===== config.mk =====
export PLATFORM = sky130hd
export DESIGN_NAME = mis_sequencer
export DESIGN_NICKNAME = d
export VERILOG_FILES = /design/src/design/mis_pkg.sv /design/src/design/mis_sync2.sv /design/src/design/mis_prio_pick.sv /design/src/design/mis_sequencer.sv
export SDC_FILE = /design/constraint.sdc
export NUM_CORES = 1
export LEC_CHECK = 0
export ABC_AREA = 1
export BUFFER_PORTS_ARGS = -buffer_cell sky130_fd_sc_hd__buf_2
export CORE_ASPECT_RATIO = 0.8
export CORE_MARGIN = 2
export CORE_UTILIZATION = 40
export DETAILED_ROUTE_END_ITERATION = 10
export PLACE_DENSITY = 0.65
export SLEW_MARGIN = 10
export SYNTH_ARGS = -nofsm -noshare
export SYNTH_HDL_FRONTEND = slang
export SYNTH_SLANG_ARGS = --single-unit

===== constraint.sdc =====
create_clock -name clk_i -period 10.31 [get_ports clk_i]
set_input_delay 1.5465 -clock clk_i [delete_from_list [all_inputs] [get_ports clk_i]]
set_output_delay 1.5465 -clock clk_i [all_outputs]
set_load 0.01 [all_outputs]

===== src/design/mis_pkg.sv =====
// constants and types shared by the maskable interrupt sequencer
package mis_pkg;
    // ------------------------------------------------------------
    // interrupt lines
    // ------------------------------------------------------------
    localparam int NUM_LINES = 16;
    localparam int NUM_GEN = 14;
    localparam int BIT_DLOG = 14;
    localparam int BIT_OS = 15;

    // ------------------------------------------------------------
    // register offsets (byte addresses)
    // ------------------------------------------------------------
    localparam logic [7:0] OFS_PEND_OR = 8'h00;
    localparam logic [7:0] OFS_PEND_AND = 8'h04;
    localparam logic [7:0] OFS_ENABLE = 8'h08;
    localparam logic [7:0] OFS_STAT1 = 8'h0C;
    localparam logic [7:0] OFS_SP = 8'h10;
    localparam logic [7:0] OFS_STATE = 8'h14;
    localparam logic [7:0] OFS_ACK = 8'h18;
    localparam logic [7:0] OFS_RETURN = 8'h1C;

    // ------------------------------------------------------------
    // status_one bit positions
    // ------------------------------------------------------------
    localparam int S1_GMASK = 0;
    localparam int S1_DEBUG_EVENT_MASK = 1;
    localparam int S1_LOOP = 4;
    localparam int S1_PWE = 6;
    localparam int S1_IDLE = 7;

    // ------------------------------------------------------------
    // reset values and step counts
    // ------------------------------------------------------------
    localparam logic [15:0] RST_PEND = 16'h0000;
    localparam logic [15:0] RST_ENABLE = 16'h0000;
    localparam logic [15:0] RST_STAT1 = 16'h0003;
    localparam logic [15:0] RST_SP = 16'h0400;
    localparam logic [2:0] SAVE_PAIRS = 3'h7;
    localparam logic [2:0] PAIR_ENABLE = 3'h5;
    localparam logic [15:0] SP_FIRST_STEP = 16'h0001;
    localparam logic [15:0] SP_PAIR_STEP = 16'h0002;

    // ------------------------------------------------------------
    // sequencer states
    // ------------------------------------------------------------
    typedef enum logic [3:0] {
        ST_IDLE, ST_DRAIN, ST_VEC_REQ, ST_VEC_WAIT, ST_VEC_TAKE, ST_SP_BUMP,
        ST_SAVE, ST_STATUS, ST_JUMP, ST_R_DEC, ST_R_WAIT, ST_R_TAKE, ST_R_END
    } mis_state_t;
endpackage


===== src/design/mis_sync2.sv =====
// two flip-flop synchroniser for a group of pin levels
`timescale 1ns/1ns
`default_nettype none
module mis_sync2 #(
    parameter int W = 14,
    parameter logic [W-1:0] INIT = '1
) (
    // clock and reset
    input wire logic clk_i,
    input wire logic sys_rst_i,
    // levels
    input wire logic [W-1:0] async_i,
    output logic [W-1:0] sync_o
);
    logic [W-1:0] meta_reg;

    // first stage feeds only the second
    always_ff @(posedge clk_i or posedge sys_rst_i) begin
        if (sys_rst_i) begin
            meta_reg <= INIT;
            sync_o <= INIT;
        end else begin
            meta_reg <= async_i;
            sync_o <= meta_reg;
        end
    end
endmodule // mis_sync2
`default_nettype wire


===== src/design/mis_prio_pick.sv =====
// fixed priority pick: lowest bit index wins
`timescale 1ns/1ns
`default_nettype none
module mis_prio_pick #(
    parameter int N = 16
) (
    // candidates
    input wire logic [N-1:0] req_i,
    // winner
    output logic valid_o,
    output logic [$clog2(N)-1:0] idx_o
);
    // scan from the top so the lowest set bit is kept last
    always_comb begin
        valid_o = 1'b0;
        idx_o = '0;
        for (int i = N - 1; i >= 0; i--) begin
            if (req_i[i]) begin
                valid_o = 1'b1;
                idx_o = i[$clog2(N)-1:0];
            end
        end
    end
endmodule // mis_prio_pick
`default_nettype wire


===== src/design/mis_sequencer.sv =====
// maskable interrupt sequencer: pending flags, approval, entry and return
`timescale 1ns/1ns
`default_nettype none
module mis_sequencer
    import mis_pkg::*;
#(
    parameter int PCW = 22,
    parameter logic [PCW-1:0] VEC_BASE = 22'h00_0D00
) (
    // clock and reset
    input wire logic clk_i,
    input wire logic sys_rst_i,
    // register port
    input wire logic [7:0] reg_addr_i,
    input wire logic [31:0] reg_wdata_i,
    input wire logic reg_we_i,
    input wire logic reg_re_i,
    output logic [31:0] reg_rdata_o,
    // request sources
    input wire logic [NUM_GEN-1:0] general_irq_lines_n_i,
    input wire logic data_logging_irq_i,
    input wire logic os_service_irq_i,
    // core context
    input wire logic [PCW-1:0] pc_i,
    input wire logic instr_len2_i,
    input wire logic [15:0] status_zero_i,
    input wire logic [15:0] temp_i,
    input wire logic [15:0] acc_low_i,
    input wire logic [15:0] acc_high_i,
    input wire logic [15:0] product_low_i,
    input wire logic [15:0] product_high_i,
    input wire logic [15:0] aux_zero_i,
    input wire logic [15:0] aux_one_i,
    input wire logic [15:0] data_page_ptr_i,
    input wire logic [15:0] debug_status_word_i,
    // pipeline control
    input wire logic drain_done_i,
    output logic flush_o,
    output logic pc_load_o,
    output logic [PCW-1:0] pc_value_o,
    // program read path
    output logic prog_rd_o,
    output logic [PCW-1:0] prog_addr_o,
    input wire logic [31:0] prog_data_i,
    // stack and data write bus
    output logic stk_we_o,
    output logic stk_re_o,
    output logic [15:0] stk_addr_o,
    output logic [31:0] data_write_bus_o,
    input wire logic [31:0] stk_rdata_i,
    output logic ack_o,
    // restored context
    output logic restore_valid_o,
    output logic [2:0] restore_sel_o,
    output logic [31:0] restore_data_o,
    // status
    output logic [15:0] status_one_o
);
    // ------------------------------------------------------------
    // declarations
    // ------------------------------------------------------------
    mis_state_t state_reg;
    logic [15:0] pend_reg;
    logic [15:0] enable_reg;
    logic [15:0] stat1_reg;
    logic [15:0] sp_reg;
    logic [PCW-1:0] ret_addr_reg;
    logic [PCW-1:0] vector_reg;
    logic [3:0] cur_idx_reg;
    logic [2:0] pair_reg;
    logic [NUM_GEN-1:0] lines_n_sync;
    logic [15:0] hw_req;
    logic [15:0] sw_set;
    logic [15:0] sw_clr;
    logic [15:0] appr_clr;
    logic [15:0] pick_req;
    logic pick_valid;
    logic [3:0] pick_idx;
    logic approve;
    logic wr_pend_and;
    logic wr_enable;
    logic wr_stat1;
    logic wr_sp;
    logic [15:0] enable_clr;
    logic [31:0] save_word;

    // ------------------------------------------------------------
    // request sources
    // ------------------------------------------------------------
    // general lines come from pins: two flops first
    mis_sync2 #(
        .W(NUM_GEN),
        .INIT({NUM_GEN{1'b1}})
    ) u_sync (
        .clk_i(clk_i),
        .sys_rst_i(sys_rst_i),
        .async_i(general_irq_lines_n_i),
        .sync_o(lines_n_sync)
    );

    // line x to bit x-1, logging and os on top bits
    assign hw_req = {os_service_irq_i, data_logging_irq_i, ~lines_n_sync};

    // software writes to the flag, enable, status one and stack pointer registers
    assign sw_set = (reg_we_i && reg_addr_i == OFS_PEND_OR) ? reg_wdata_i[15:0] : 16'h0000;
    assign wr_pend_and = reg_we_i && reg_addr_i == OFS_PEND_AND;
    assign sw_clr = wr_pend_and ? ~reg_wdata_i[15:0] : 16'h0000;
    assign wr_enable = reg_we_i && reg_addr_i == OFS_ENABLE;
    assign wr_stat1 = reg_we_i && reg_addr_i == OFS_STAT1;
    assign wr_sp = reg_we_i && reg_addr_i == OFS_SP;

    // ------------------------------------------------------------
    // approval
    // ------------------------------------------------------------
    assign pick_req = pend_reg & enable_reg;

    mis_prio_pick #(
        .N(NUM_LINES)
    ) u_pick (
        .req_i(pick_req),
        .valid_o(pick_valid),
        .idx_o(pick_idx)
    );

    // only an idle sequencer with the mask clear approves
    assign approve = (state_reg == ST_IDLE) && pick_valid && !stat1_reg[S1_GMASK];
    assign appr_clr = approve ? (16'h0001 << pick_idx) : 16'h0000;

    // ------------------------------------------------------------
    // pending flags
    // ------------------------------------------------------------
    // new requests win over any clear in the same cycle
    always_ff @(posedge clk_i or posedge sys_rst_i) begin
        if (sys_rst_i) begin
            pend_reg <= RST_PEND;
        end else begin
            pend_reg <= (pend_reg & ~sw_clr & ~appr_clr) | hw_req | sw_set;
        end
    end

    // ------------------------------------------------------------
    // enable register
    // ------------------------------------------------------------
    // served bit drops once its pair is on the stack
    assign enable_clr = (state_reg == ST_SAVE && pair_reg == PAIR_ENABLE + 3'h1)
        ? (16'h0001 << cur_idx_reg) : 16'h0000;

    always_ff @(posedge clk_i or posedge sys_rst_i) begin
        if (sys_rst_i) begin
            enable_reg <= RST_ENABLE;
        end else if (wr_enable) begin
            enable_reg <= reg_wdata_i[15:0] & ~enable_clr;
        end else begin
            enable_reg <= enable_reg & ~enable_clr;
        end
    end

    // ------------------------------------------------------------
    // status one
    // ------------------------------------------------------------
    always_ff @(posedge clk_i or posedge sys_rst_i) begin
        if (sys_rst_i) begin
            stat1_reg <= RST_STAT1;
        end else if (state_reg == ST_STATUS) begin
            stat1_reg[S1_GMASK] <= 1'b1;
            stat1_reg[S1_DEBUG_EVENT_MASK] <= 1'b1;
            stat1_reg[S1_LOOP] <= 1'b0;
            stat1_reg[S1_PWE] <= 1'b0;
            stat1_reg[S1_IDLE] <= 1'b0;
        end else if (state_reg == ST_R_TAKE && pair_reg == 3'h5) begin // status pair pops
            stat1_reg <= stk_rdata_i[15:0];
        end else if (wr_stat1) begin
            stat1_reg <= reg_wdata_i[15:0];
        end
    end

    assign status_one_o = stat1_reg;

    // ------------------------------------------------------------
    // sequencer
    // ------------------------------------------------------------
    always_ff @(posedge clk_i or posedge sys_rst_i) begin
        if (sys_rst_i) begin
            state_reg <= ST_IDLE;
            cur_idx_reg <= 4'h0;
            pair_reg <= 3'h0;
        end else begin
            unique case (state_reg)
                ST_IDLE: begin
                    if (approve) begin
                        cur_idx_reg <= pick_idx;
                        state_reg <= ST_DRAIN;
                    end else if (reg_we_i && reg_addr_i == OFS_RETURN) begin
                        pair_reg <= SAVE_PAIRS;
                        state_reg <= ST_R_DEC;
                    end
                end
                ST_DRAIN: begin
                    if (drain_done_i) begin
                        state_reg <= ST_VEC_REQ;
                    end
                end
                ST_VEC_REQ: state_reg <= ST_VEC_WAIT;
                ST_VEC_WAIT: state_reg <= ST_VEC_TAKE;
                ST_VEC_TAKE: state_reg <= ST_SP_BUMP;
                ST_SP_BUMP: begin
                    pair_reg <= 3'h0;
                    state_reg <= ST_SAVE;
                end
                ST_SAVE: begin
                    if (pair_reg == SAVE_PAIRS - 3'h1) begin
                        state_reg <= ST_STATUS;
                    end
                    pair_reg <= pair_reg + 3'h1;
                end
                ST_STATUS: state_reg <= ST_JUMP;
                ST_JUMP: state_reg <= ST_IDLE;
                ST_R_DEC: state_reg <= ST_R_WAIT;
                ST_R_WAIT: state_reg <= ST_R_TAKE;
                ST_R_TAKE: begin
                    pair_reg <= pair_reg - 3'h1;
                    state_reg <= (pair_reg == 3'h1) ? ST_R_END : ST_R_DEC;
                end
                ST_R_END: state_reg <= ST_IDLE;
                default: state_reg <= ST_IDLE;
            endcase
        end
    end

    // ------------------------------------------------------------
    // pipeline, return address and vector
    // ------------------------------------------------------------
    always_ff @(posedge clk_i or posedge sys_rst_i) begin
        if (sys_rst_i) begin
            flush_o <= 1'b0;
            ret_addr_reg <= '0;
            vector_reg <= '0;
            prog_rd_o <= 1'b0;
            prog_addr_o <= '0;
        end else begin
            flush_o <= approve;
            prog_rd_o <= (state_reg == ST_VEC_REQ);
            if (state_reg == ST_DRAIN && drain_done_i) begin
                ret_addr_reg <= pc_i + (instr_len2_i ? PCW'(2) : PCW'(1));
            end
            if (state_reg == ST_VEC_REQ) begin
                prog_addr_o <= VEC_BASE + PCW'({cur_idx_reg, 1'b0});
            end
            if (state_reg == ST_VEC_TAKE) begin
                vector_reg <= prog_data_i[PCW-1:0];
            end
        end
    end

    // ------------------------------------------------------------
    // context pairs
    // ------------------------------------------------------------
    // first member in the low (even) half
    always_comb begin
        unique case (pair_reg)
            3'h0: save_word = {temp_i, status_zero_i};
            3'h1: save_word = {acc_high_i, acc_low_i};
            3'h2: save_word = {product_high_i, product_low_i};
            3'h3: save_word = {aux_one_i, aux_zero_i};
            3'h4: save_word = {data_page_ptr_i, stat1_reg};
            3'h5: save_word = {debug_status_word_i, enable_reg};
            default: save_word = 32'(ret_addr_reg);
        endcase
    end

    // ------------------------------------------------------------
    // stack pointer and stack accesses
    // ------------------------------------------------------------
    // sp is sent raw; the wrapper forces even alignment
    always_ff @(posedge clk_i or posedge sys_rst_i) begin
        if (sys_rst_i) begin
            sp_reg <= RST_SP;
            stk_we_o <= 1'b0;
            stk_re_o <= 1'b0;
            stk_addr_o <= 16'h0000;
        end else begin
            stk_we_o <= (state_reg == ST_SAVE);
            stk_re_o <= (state_reg == ST_R_DEC);
            if (state_reg == ST_SP_BUMP) begin
                sp_reg <= sp_reg + SP_FIRST_STEP;
            end else if (state_reg == ST_SAVE) begin
                stk_addr_o <= sp_reg;
                sp_reg <= sp_reg + SP_PAIR_STEP;
            end else if (state_reg == ST_R_DEC) begin
                stk_addr_o <= sp_reg - SP_PAIR_STEP;
                sp_reg <= sp_reg - SP_PAIR_STEP;
            end else if (state_reg == ST_R_END) begin
                sp_reg <= sp_reg - SP_FIRST_STEP;
            end else if (wr_sp) begin
                sp_reg <= reg_wdata_i[15:0];
            end
        end
    end

    // ------------------------------------------------------------
    // data write bus and acknowledge
    // ------------------------------------------------------------
    always_ff @(posedge clk_i or posedge sys_rst_i) begin
        if (sys_rst_i) begin
            data_write_bus_o <= 32'h0000_0000;
            ack_o <= 1'b0;
        end else begin
            ack_o <= reg_we_i && reg_addr_i == OFS_ACK;
            if (state_reg == ST_SAVE) begin
                data_write_bus_o <= save_word;
            end else if (reg_we_i && reg_addr_i == OFS_ACK) begin
                data_write_bus_o <= {16'h0000, reg_wdata_i[15:0]};
            end
        end
    end

    // ------------------------------------------------------------
    // program counter load and restore
    // ------------------------------------------------------------
    always_ff @(posedge clk_i or posedge sys_rst_i) begin
        if (sys_rst_i) begin
            pc_load_o <= 1'b0;
            pc_value_o <= '0;
            restore_valid_o <= 1'b0;
            restore_sel_o <= 3'h0;
            restore_data_o <= 32'h0000_0000;
        end else begin
            pc_load_o <= (state_reg == ST_JUMP) || (state_reg == ST_R_END);
            restore_valid_o <= (state_reg == ST_R_TAKE);
            // first pop is the return address, held until the final load
            if (state_reg == ST_JUMP) begin
                pc_value_o <= vector_reg;
            end else if (state_reg == ST_R_TAKE && pair_reg == SAVE_PAIRS) begin
                pc_value_o <= stk_rdata_i[PCW-1:0];
            end
            if (state_reg == ST_R_TAKE) begin
                restore_sel_o <= pair_reg - 3'h1;
                restore_data_o <= stk_rdata_i;
            end
        end
    end

    // ------------------------------------------------------------
    // register read port
    // ------------------------------------------------------------
    always_ff @(posedge clk_i or posedge sys_rst_i) begin
        if (sys_rst_i) begin
            reg_rdata_o <= 32'h0000_0000;
        end else if (reg_re_i) begin
            unique case (reg_addr_i)
                OFS_PEND_OR: reg_rdata_o <= {16'h0000, pend_reg};
                OFS_ENABLE: reg_rdata_o <= {16'h0000, enable_reg};
                OFS_STAT1: reg_rdata_o <= {16'h0000, stat1_reg};
                OFS_SP: reg_rdata_o <= {16'h0000, sp_reg};
                OFS_STATE: reg_rdata_o <= {24'h00_0000, state_reg, cur_idx_reg};
                default: reg_rdata_o <= 32'h0000_0000;
            endcase
        end else begin
            reg_rdata_o <= 32'h0000_0000;
        end
    end
endmodule // mis_sequencer
`default_nettype wire


==> impl_metrics.py, run 1 <==
metrics = {
    "setup_path": {
        "endpoint_kind": "flip-flop",
        "cp.arrival_ns": 4.07,
        "cp_top_family": "compound AO/OA/AOI/OAI gates",
        "crit_type": "flip-flop to flip-flop",
        "critPathMaxFanout": 23,
        "worst_r2r_startpoint": "pair_reg[0]$_DFFE_PP0P_",
        "startpoint": "pair_reg[0]$_DFFE_PP0P_",
        "worst_setup_path_start_kind": "flip-flop",
        "worst-path-buf-inv": 1,
        "max_stage_delay_ns": 0.88,
        "slowest_stage": "o21ai_0",
        "worstPathCellList": "inv_1 > ha_1 > nand2_1 > o21ai_0 > a221oi_1 > nand4_1 > o211ai_1 > o21ai_0",
        "crit_required_ns": 10.81,
        "cp_common_cell": "o21ai_0",
    },
    "cells_and_area": {
        "final_cells": 2865,
        "reg_top3": "data_write_bus_o: 32 flops, restore_data_o: 32 flops",
        "nFillCells": 3860,
        "ff_latch_area_um2": 7050,
        "syn_to_final_growth_pct": 22.4,
        "nets": 2664,
        "multiInputGateArea_um2": 7140,
        "drive_gt1_share_pct": 25.2,
    },
    "placement": {
        "post-dp-hpwl_um": 50500,
        "pre_cts_ws_ns": 6.23,
        "port-buffer-count": 432,
        "gp_congestion": 1.03,
        "dp.cells": 2804,
    },
    "sta": {
        "grt_setup_unrepaired": "no",
        "maxSlewViolCount": 0,
        "clock.fmax_mhz": 280,
        "finalCritPeriodShare_pct": 34.6,
        "setup_viol": 0,
        "setup_slack_ns": 6.74,
        "relSlewSlack_pct": 27.1,
        "tightest_slew_ns": 1.09,
        "fin_setup_tns_ns": 0,
        "finalHoldViolCount": 0,
        "fin_skew_ns": 0.0261,
        "period_needed_ns": 3.57,
    },
    "detailed_routing": {
        "drcViolationCount": 0,
        "drt_iter0_markers": 1863,
        "via_count": 16015,
        "ant_nets": 0,
        "vias_per_cell": 5.59,
        "wl_per_cell_um": 23.0,
        "first_pass_iters": 5,
        "wl_um": 65800,
    },
    "cts": {
        "hold_buffers": 0,
        "cts_tree": "done",
        "clock_latency_ns": 0.59,
        "post_cts_buffers": 0,
        "cts.sinks": 280,
        "cts-buffers-inserted": 30,
        "clockBufferDepth": 3,
        "clk_pin_slew_ns": 0.07,
        "ctsHtreeMaxLevel": 1,
        "cts_resized": 0,
        "cts-root-buf": "clkbuf_16",
    },
    "yosys": {
        "synthArstFlopShare_pct": 100,
        "synth_top_area_cell": "dfrtp_1",
        "synthTopCellsByArea": "dfrtp_1, nand2_1, dfstp_2",
        "yosys-top-cells-count": "nand2_1, dfrtp_1, inv_1",
        "yosysUniqueCellTypes": 57,
        "syn_avg_cell_area_um2": 7.94,
        "synth_top_area_share_pct": 40.1,
        "synth_area_um2": 15500,
        "ys_ff_latch": 280,
        "yosys_warnings": 0,
        "yosysMostFrequentCell": "nand2_1",
        "syn_inst": 1955,
        "synth-edff-count": 0,
        "synth_seq_area_share_pct": 45.4,
        "ys.flop_type": "dfrtp_1",
    },
    "die": {
        "fp.coreArea_um2": 38300,
        "placementRows": 64,
        "die_w_um": 224,
        "dieArea_um2": 40400,
        "die_y_um": 180,
        "start_util_pct": 40.6,
        "io_pins": 490,
    },
    "run": {
        "maxCapViolCount": 0,
    },
    "global_routing": {
        "grt_pass1_vias": 15030,
        "antenna_found_initial": 8,
        "grt_pass1_wl_um": 97400,
        "track_usage_pct": 32.0,
        "grt_max_degree": 77,
        "grt_overflow_total": 0,
    },
    "outcome": {
        "status": "finished clean",
    },
    "power": {
        "p_per_area_nw_per_um2": 261,
        "ir_drop_mv": 0.119,
        "p_leak_nw": 9.24,
    },
    "min_path": {
        "hp-start": "u_sync.meta_reg[4]$_DFF_PP1_",
        "min_path_type": "flip-flop to flip-flop",
    },
}
-- path summary, 6_finish.rpt --
kind                            slack (ns)  cells after the start                         endpoint
min in group asynchronous             0.99                      2               stk_we_o$_DFF_PP0_
worst min register to register        0.35                      0       u_sync.sync_o[4]$_DFF_PP1_
worst max register to register        6.74                      8  data_write_bus_o[7]$_DFFE_PP0P_
max in group asynchronous             6.99                      4   restore_data_o[28]$_DFFE_PP0P_
worst max-delay path                  6.74                      8  data_write_bus_o[7]$_DFFE_PP0P_
worst min-delay path                  0.35                      0       u_sync.sync_o[4]$_DFF_PP1_
-- cell type report --
cell class / count / share of cell area (%)
repair buffers: 450 / 12.1
flip-flops and latches: 280 / 37.1
diodes: 5 / 0.0658
inverters: 208 / 4.17
multi-input cells: 1371 / 37.6
clock buffers: 41 / 4.71
clock inverters: 15 / 1.08
well taps: 495 / 3.26
-- layer usage --
layer	part of all wire, %	vias to the layer above	GRT usage (%)
met5	0.085	-	0
met4	2.9	4	8.74
met3	8.6	109	5.66
met2	43	807	46.0
met1	46	7769	49.2
li1	-	7326	-
-- where the power goes --
group	switching (mW)	internal, mW	total [mW]
Combinational	1.34	0.652	1.99
Sequential	0.304	1.47	1.77
Clock	0.488	0.712	1.20
-- per-stage QoR --
stage / hold WS (ns) / utilization, % / power (mW) / cell area, µm²
after floorplan: 0.345 / - / 2.96 / 15600
after global placement: 0.346 / 46.8 / 3.70 / 17900
after detailed placement: 0.347 / 46.8 / 3.74 / 17900
after CTS: 0.356 / 49.6 / 4.94 / 19000
after global routing: 0.360 / 49.7 / 5.27 / 19000
final: 0.353 / 49.7 / 4.97 / 19000
-- layout by cell type (no fill, tap or decap), types with 10 or more instances in the layout --
| cell | count |
|---|---|
| nor2_2 | 11 |
| nand2_1 | 507 |
| dfstp_2 | 31 |
| a221oi_1 | 39 |
| inv_2 | 15 |
| o21ai_0 | 136 |
| o22ai_1 | 43 |
| nand3_1 | 89 |
| conb_1 | 31 |
| nor2_1 | 138 |
| xor2_1 | 25 |
| buf_2 | 432 |
| o2111ai_1 | 10 |
| clkbuf_16 | 33 |
| inv_1 | 187 |
| o211ai_1 | 48 |
| dfrtp_1 | 249 |
| a21boi_0 | 14 |
| ha_1 | 14 |
| nor3_1 | 14 |
| a21oi_1 | 74 |
| a211oi_1 | 11 |
| nand4_1 | 41 |
| buf_4 | 18 |
| a31oi_1 | 39 |
-- worst reg2reg max path, cell delays in order (launching register included) --
cell,delay [ns]
dfrtp_1,0.44
inv_1,0.17
ha_1,0.61
nand2_1,0.75
o21ai_0,0.88
a221oi_1,0.19
nand4_1,0.18
o211ai_1,0.14
o21ai_0,0.13
-- cells by family (layout without fill, tap and decap cells) --
family,count (synthesis),count (layout),synth area share [%]
other cells,1,36,0.0242
buf+inv,334,714,9.39
simple gates,833,833,23.4
xor+xnor,31,31,1.75
compound gates,458,458,18.6
fa+ha+maj,15,15,1.26
mux,3,3,0.218
flops,280,280,45.4
Note: power is estimated with default switching activity, not from simulation.
==> run 2: changes to the inputs <==
==> constraint.sdc (replaced) <==
create_clock -name clk_i -period 3.3 [get_ports clk_i]
set_input_delay 0.495 -clock clk_i [delete_from_list [all_inputs] [get_ports clk_i]]
set_output_delay 0.495 -clock clk_i [all_outputs]
set_load 0.01 [all_outputs]
==> run 2 against run 1 <==
  * Clock power increased to 3.1 times the previous value
  * Fmax increased by 27%
  * Non-clock buffer count increased by 41
  * Design area increased by 2.1%
  * Sequential cell count unchanged
  * Setup slack got worse by 6.2 ns
  * Highest routed layer unchanged
  * Clock skew decreased by 0.012 ns
  * Count of clock-buffer cells in the layout increased by 3
==> impl_metrics.py, run 2 (synthesized netlist as in run 1, its figures left out) <==
metrics = {
    "setup_path": {
        "cp.arrival_ns": 3.29,
        "crit_required_ns": 3.79,
        "r2r_slack_ns": 0.49,
        "slowest_stage": "dfrtp_1",
        "worst_setup_path_start_kind": "flip-flop",
        "reg2reg_to": "data_write_bus_o[14]$_DFFE_PP0P_",
        "crit_type": "flip-flop to flip-flop",
        "cp_common_cell": "o211ai_1",
        "critPathMaxFanout": 23,
        "max_stage_delay_ns": 0.64,
        "endpoint_kind": "flip-flop",
        "r2r_cells": 7,
        "worst_r2r_startpoint": "pair_reg[2]$_DFFE_PP0P_",
        "worstPathCellList": "inv_2 > ha_1 > nor4_4 > inv_1 > o211ai_1 > o211ai_1 > o21ai_0",
    },
    "cells_and_area": {
        "final_cells": 2910,
        "multiInputGateArea_um2": 7140,
        "mostFrequentLayoutCells": "nand2_1, buf_2, dfrtp_1, inv_1, nor2_1",
        "drive_gt1_share_pct": 25.8,
        "final_common_cell": "nand2_1",
        "final_design_area_no_fill_um2": 19400,
        "nFillCells": 3786,
        "reg_top3": "data_write_bus_o: 32 flops, restore_data_o: 32 flops",
        "ff_latch_area_um2": 7050,
        "nets": 2706,
        "syn_to_final_growth_pct": 24.9,
    },
    "cts": {
        "cts-buffers-inserted": 31,
        "cts_resized": 0,
        "cts-root-buf": "clkbuf_16",
        "cts_tree": "done",
        "ctsHtreeMaxLevel": 1,
        "clk_pin_slew_ns": 0.06,
        "clockBufferDepth": 3,
        "clock_latency_ns": 0.59,
        "cts.sinks": 280,
    },
    "detailed_routing": {
        "first_pass_iters": 6,
        "drcViolationCount": 0,
        "vias_per_cell": 5.54,
        "wl_um": 67200,
        "wl_per_cell_um": 23.1,
        "ant_nets": 0,
        "via_count": 16118,
        "drt_iter0_markers": 1735,
    },
    "placement": {
        "port-buffer-count": 432,
        "post-dp-hpwl_um": 52400,
        "gp_congestion": 1.02,
        "place_area_um2": 18100,
        "dp.cells": 2831,
    },
    "sta": {
        "maxSlewViolCount": 0,
        "fin_skew_ns": 0.0144,
        "finalCritPeriodShare_pct": 85.1,
        "setup_viol": 0,
        "period_needed_ns": 2.81,
        "relSlewSlack_pct": 31.1,
        "tightest_slew_ns": 1.03,
        "grt_setup_unrepaired": "no",
        "clock.fmax_mhz": 356,
        "finalHoldViolCount": 0,
    },
    "die": {
        "fp.coreArea_um2": 38300,
        "start_util_pct": 40.6,
        "die_w_um": 224,
        "die_y_um": 180,
        "placementRows": 64,
        "dieArea_um2": 40400,
        "io_pins": 490,
    },
    "global_routing": {
        "grt_pass1_wl_um": 98700,
        "grt_overflow_total": 0,
        "grt_pass1_vias": 15482,
        "antenna_found_initial": 15,
        "track_usage_pct": 32.6,
        "grt_max_degree": 58,
    },
    "run": {
        "maxCapViolCount": 0,
    },
    "power": {
        "finalPower_mw": 15.7,
        "ir_drop_mv": 0.433,
        "p_leak_nw": 9.45,
        "p_per_area_nw_per_um2": 807,
    },
    "min_path": {
        "min_path_type": "primary input to asynchronous set/reset pin",
    },
    "outcome": {
        "status": "finished clean",
    },
}
==> run 2: changes by cell type in the layout (fill, tap and decap cells not counted), sizes merged <==
cell | before | now
diode | 5 | 8
inv | 205 | 204
clkinvlp | 3 | 2
dlygate4sd3 | 0 | 14
buf | 450 | 477
clkbuf | 41 | 44
==> run 2: final cells by class <==
cell class	instances	share of cell area (%)
diodes	8	0.103
clock buffers	44	4.73
clock inverters	13	0.922
inverters	208	4.06
multi-input cells	1371	36.8
flip-flops and latches	280	36.3
well taps	495	3.19
repair buffers	491	13.9
==> run 2: worst max-delay path by stage <==
| stage | start | end | slack [ns] | cells past startpoint |
|---|---|---|---|---|
| after floorplan | sys_rst_i | ack_o$_DFF_PP0_ | -0.88 | 1 |
| after global placement | instr_len2_i | ret_addr_reg[18]$_DFFE_PP0P_ | 0.51 | 16 |
| after detailed placement | instr_len2_i | ret_addr_reg[18]$_DFFE_PP0P_ | 0.50 | 16 |
| after CTS | pair_reg[2]$_DFFE_PP0P_ | data_write_bus_o[14]$_DFFE_PP0P_ | 0.58 | 7 |
| after global routing | pair_reg[2]$_DFFE_PP0P_ | data_write_bus_o[14]$_DFFE_PP0P_ | 0.36 | 7 |
| final | pair_reg[2]$_DFFE_PP0P_ | data_write_bus_o[14]$_DFFE_PP0P_ | 0.49 | 7 |
==> run 2: critical path, delay by kind of cell, from the launching register on <==
family                     cells  cell delay (ns)
adders and majority gates      1             0.58
DFF                            1             0.64
buffers and inverters          2             0.39
AOI/OAI and AO/OA              3             0.48
and+or+nand+nor                1             0.63
==> run 2: stage by stage <==
step	setup slack, ns	hold WS (ns)	TNS [ns]	util (%)
floorplan	-0.877	0.345	-218.37	-
global placement	0.509	0.345	0	47.4
detailed placement	0.498	0.347	0	47.4
CTS	0.583	0.0627	0	50.6
global route	0.361	0.0870	0	50.7
finish	0.493	0.0486	0	50.7
==> run 2: timing repair <==
| action | CTS | global route |
|---|---|---|
| endpoints found under the hold margin | 14 | 0 |
| buffers inserted | 0 | 0 |
| hold buffers | 14 | 0 |
==> run 2: power by group <==
part	leakage (nW)	switching, mW	internal, mW
sequential	3.32	0.986	4.59
clock	0.539	1.50	2.24
combinational	5.59	4.20	2.14
==> run 2: layer usage <==
metal | track usage, % | wire length [µm]
met1 | 46.8 | 29700
met2 | 47.2 | 28400
met3 | 9.07 | 6550
met4 | 11.5 | 2540
met5 | 0 | 46
==> run 3: changes to the inputs <==
==> constraint.sdc (replaced) <==
create_clock -name clk_i -period 2.65 [get_ports clk_i]
set_input_delay 0.3975 -clock clk_i [delete_from_list [all_inputs] [get_ports clk_i]]
set_output_delay 0.3975 -clock clk_i [all_outputs]
set_load 0.01 [all_outputs]
==> run 3 against run 2 <==
  * Design area rose by 1.2%
  * First-iteration DRC count fell by 1.3%
  * Register-to-register slack got worse by 0.39 ns
  * Sequential cell count did not move
  * Clock skew rose by 0.0076 ns
  * Final cell count rose by 1.0%
  * Sequential power rose by 22%
  * Hold slack got worse by 0.026 ns
  * Utilization rose by 0.60 points
  * Fmax rose by 10%
  * Routed wire length barely moved
  * Sequential share of layout area fell by 0.42 points
  * Critical endpoint is now data_write_bus_o[25]$_DFFE_PP0P_
  * Largest cell class unchanged
  * Largest power group unchanged
==> impl_metrics.py, run 3 (synthesized netlist as in run 1, its figures left out) <==
metrics = {
    "min_path": {
        "min_path_type": "primary input to flip-flop",
    },
    "cells_and_area": {
        "syn_to_final_growth_pct": 26.4,
        "drive_gt1_share_pct": 26.8,
        "final_common_cell": "nand2_1",
        "mostFrequentLayoutCells": "nand2_1, buf_2, dfrtp_1, inv_1, nor2_1",
        "nFillCells": 3774,
        "reg_top3": "data_write_bus_o: 32 flops, restore_data_o: 32 flops",
        "final_cells": 2939,
        "utilization_pct": 51.3,
        "nets": 2741,
    },
    "power": {
        "pwr-share-comb_pct": 43.1,
        "p_leak_nw": 9.56,
        "switching_share_pct": 43.0,
        "ir_drop_mv": 0.498,
        "p_switching_mw": 8.29,
        "clock_power_share_pct": 21.5,
        "power_frac_seq_pct": 35.4,
        "internal-power_mw": 11.0,
        "finalPower_mw": 19.3,
        "p_per_area_nw_per_um2": 982,
    },
    "sta": {
        "period_needed_ns": 2.55,
        "finalHoldViolCount": 0,
        "relSlewSlack_pct": 38.3,
        "grt_setup_unrepaired": "no",
        "maxSlewViolCount": 0,
        "tightest_slew_ns": 0.924,
        "setup_viol": 0,
        "fin_skew_ns": 0.0219,
        "clock.fmax_mhz": 392,
        "fin_setup_tns_ns": 0,
        "finalCritPeriodShare_pct": 96.3,
    },
    "placement": {
        "dp.cells": 2859,
        "port-buffer-count": 432,
        "gp_congestion": 0.990,
        "post-dp-hpwl_um": 52500,
    },
    "run": {
        "maxCapViolCount": 0,
    },
    "global_routing": {
        "grt_overflow_total": 0,
        "grt_pass1_vias": 15652,
        "antenna_found_initial": 6,
        "track_usage_pct": 32.7,
        "grt_pass1_wl_um": 99600,
        "grt_max_degree": 85,
    },
    "setup_path": {
        "r2r_slack_ns": 0.1,
        "critPathMaxFanout": 12,
        "crit_end": "data_write_bus_o[25]$_DFFE_PP0P_",
        "reg2reg_to": "data_write_bus_o[25]$_DFFE_PP0P_",
        "crit_type": "flip-flop to flip-flop",
        "endpoint_kind": "flip-flop",
        "crit_required_ns": 3.07,
        "worst_setup_path_start_kind": "flip-flop",
        "worst_r2r_startpoint": "pair_reg[0]$_DFFE_PP0P_",
        "cp.arrival_ns": 2.97,
        "startpoint": "pair_reg[0]$_DFFE_PP0P_",
        "r2r_cells": 8,
    },
    "cts": {
        "clk_pin_slew_ns": 0.06,
        "cts-buffers-inserted": 30,
        "clockBufferDepth": 3,
        "ctsHtreeMaxLevel": 1,
        "cts.sinks": 280,
        "clock_latency_ns": 0.58,
        "cts-root-buf": "clkbuf_16",
        "cts_tree": "done",
    },
    "detailed_routing": {
        "drt_iter0_markers": 1712,
        "wl_um": 67200,
        "via_count": 16278,
        "vias_per_cell": 5.54,
        "ant_nets": 0,
        "first_pass_iters": 7,
        "drcViolationCount": 0,
        "wl_per_cell_um": 22.9,
    },
    "outcome": {
        "status": "finished clean",
    },
    "die": {
        "start_util_pct": 40.6,
        "io_pins": 490,
        "die_w_um": 224,
        "placementRows": 64,
        "fp.coreArea_um2": 38300,
        "dieArea_um2": 40400,
        "die_y_um": 180,
    },
}
## run 3: how the worst min path moves through the flow
stage,start,to,slack (ns),cells past startpoint
CTS,stk_rdata_i[27],restore_data_o[27]$_DFFE_PP0P_,0.002,3
finish,prog_data_i[21],vector_reg[21]$_DFFE_PP0P_,0.02,3
global placement,u_sync.meta_reg[13]$_DFF_PP1_,u_sync.sync_o[13]$_DFF_PP1_,0.35,0
detailed placement,u_sync.meta_reg[12]$_DFF_PP1_,u_sync.sync_o[12]$_DFF_PP1_,0.35,0
global route,prog_data_i[16],vector_reg[16]$_DFFE_PP0P_,0.02,3
floorplan,u_sync.meta_reg[0]$_DFF_PP1_,u_sync.sync_o[0]$_DFF_PP1_,0.35,0
## run 3: cell type report
class | instances | area, µm² | area share, %
Clock buffer | 46 | 882 | 4.49
Inverter | 208 | 792 | 4.03
Multi-Input combinational cell | 1371 | 7160 | 36.5
Antenna cell | 4 | 10.0 | 0.0510
Timing Repair inverter | 1 | 5.00 | 0.0255
Timing Repair Buffer | 526 | 3050 | 15.5
Clock inverter | 8 | 70.1 | 0.357
Sequential cell | 280 | 7050 | 35.9
Tap cell | 495 | 619 | 3.16
## run 3: power groups by stage
stage / sequential, mW / clock [mW] / combinational (mW)
2_1_floorplan: 6.91 / 0 / 4.60
5_1_grt: 6.99 / 4.39 / 9.11
3_5_place_dp: 6.83 / 0 / 8.11
4_1_cts: 6.78 / 4.23 / 8.16
3_3_place_gp: 6.79 / 0 / 7.99
6_report: 6.82 / 4.14 / 8.32
## run 3: worst max-delay path, cell delays in order (launching register included)
cell and delay [ns]:
dfrtp_1 0.41, inv_1 0.13, ha_1 0.23, nand2_1 0.17
clkinvlp_2 0.56, nand2_1 0.27, nand4_1 0.10, a221oi_1 0.42
o22ai_1 0.13
## run 3: through the flow
step                instance area [µm²]  hold WS, ns  worst slack [ns]
floorplan                         15600        0.345             -1.43
global placement                  18400        0.346            0.0724
detailed placement                18400        0.347            0.0158
CTS                               19600      0.00154             0.112
global route                      19600       0.0241           0.00724
finish                            19600       0.0229            0.0984
## run 3: layer usage
| metal | wire length, µm | global-route usage [%] |
|---|---|---|
| met1 | 30300 | 48.5 |
| met2 | 29600 | 49.9 |
| met3 | 5700 | 5.80 |
| met4 | 1660 | 7.28 |
| met5 | 16 | 0 |
## run 3: timing repair
| item | in CTS | in global routing |
|---|---|---|
| endpoints found under the setup margin | 0 | 9 |
| endpoints found under the hold margin | 23 | 0 |
| resized for setup | 0 | 6 |
| hold buffers | 17 | 0 |
| setup buffers | 0 | 4 |
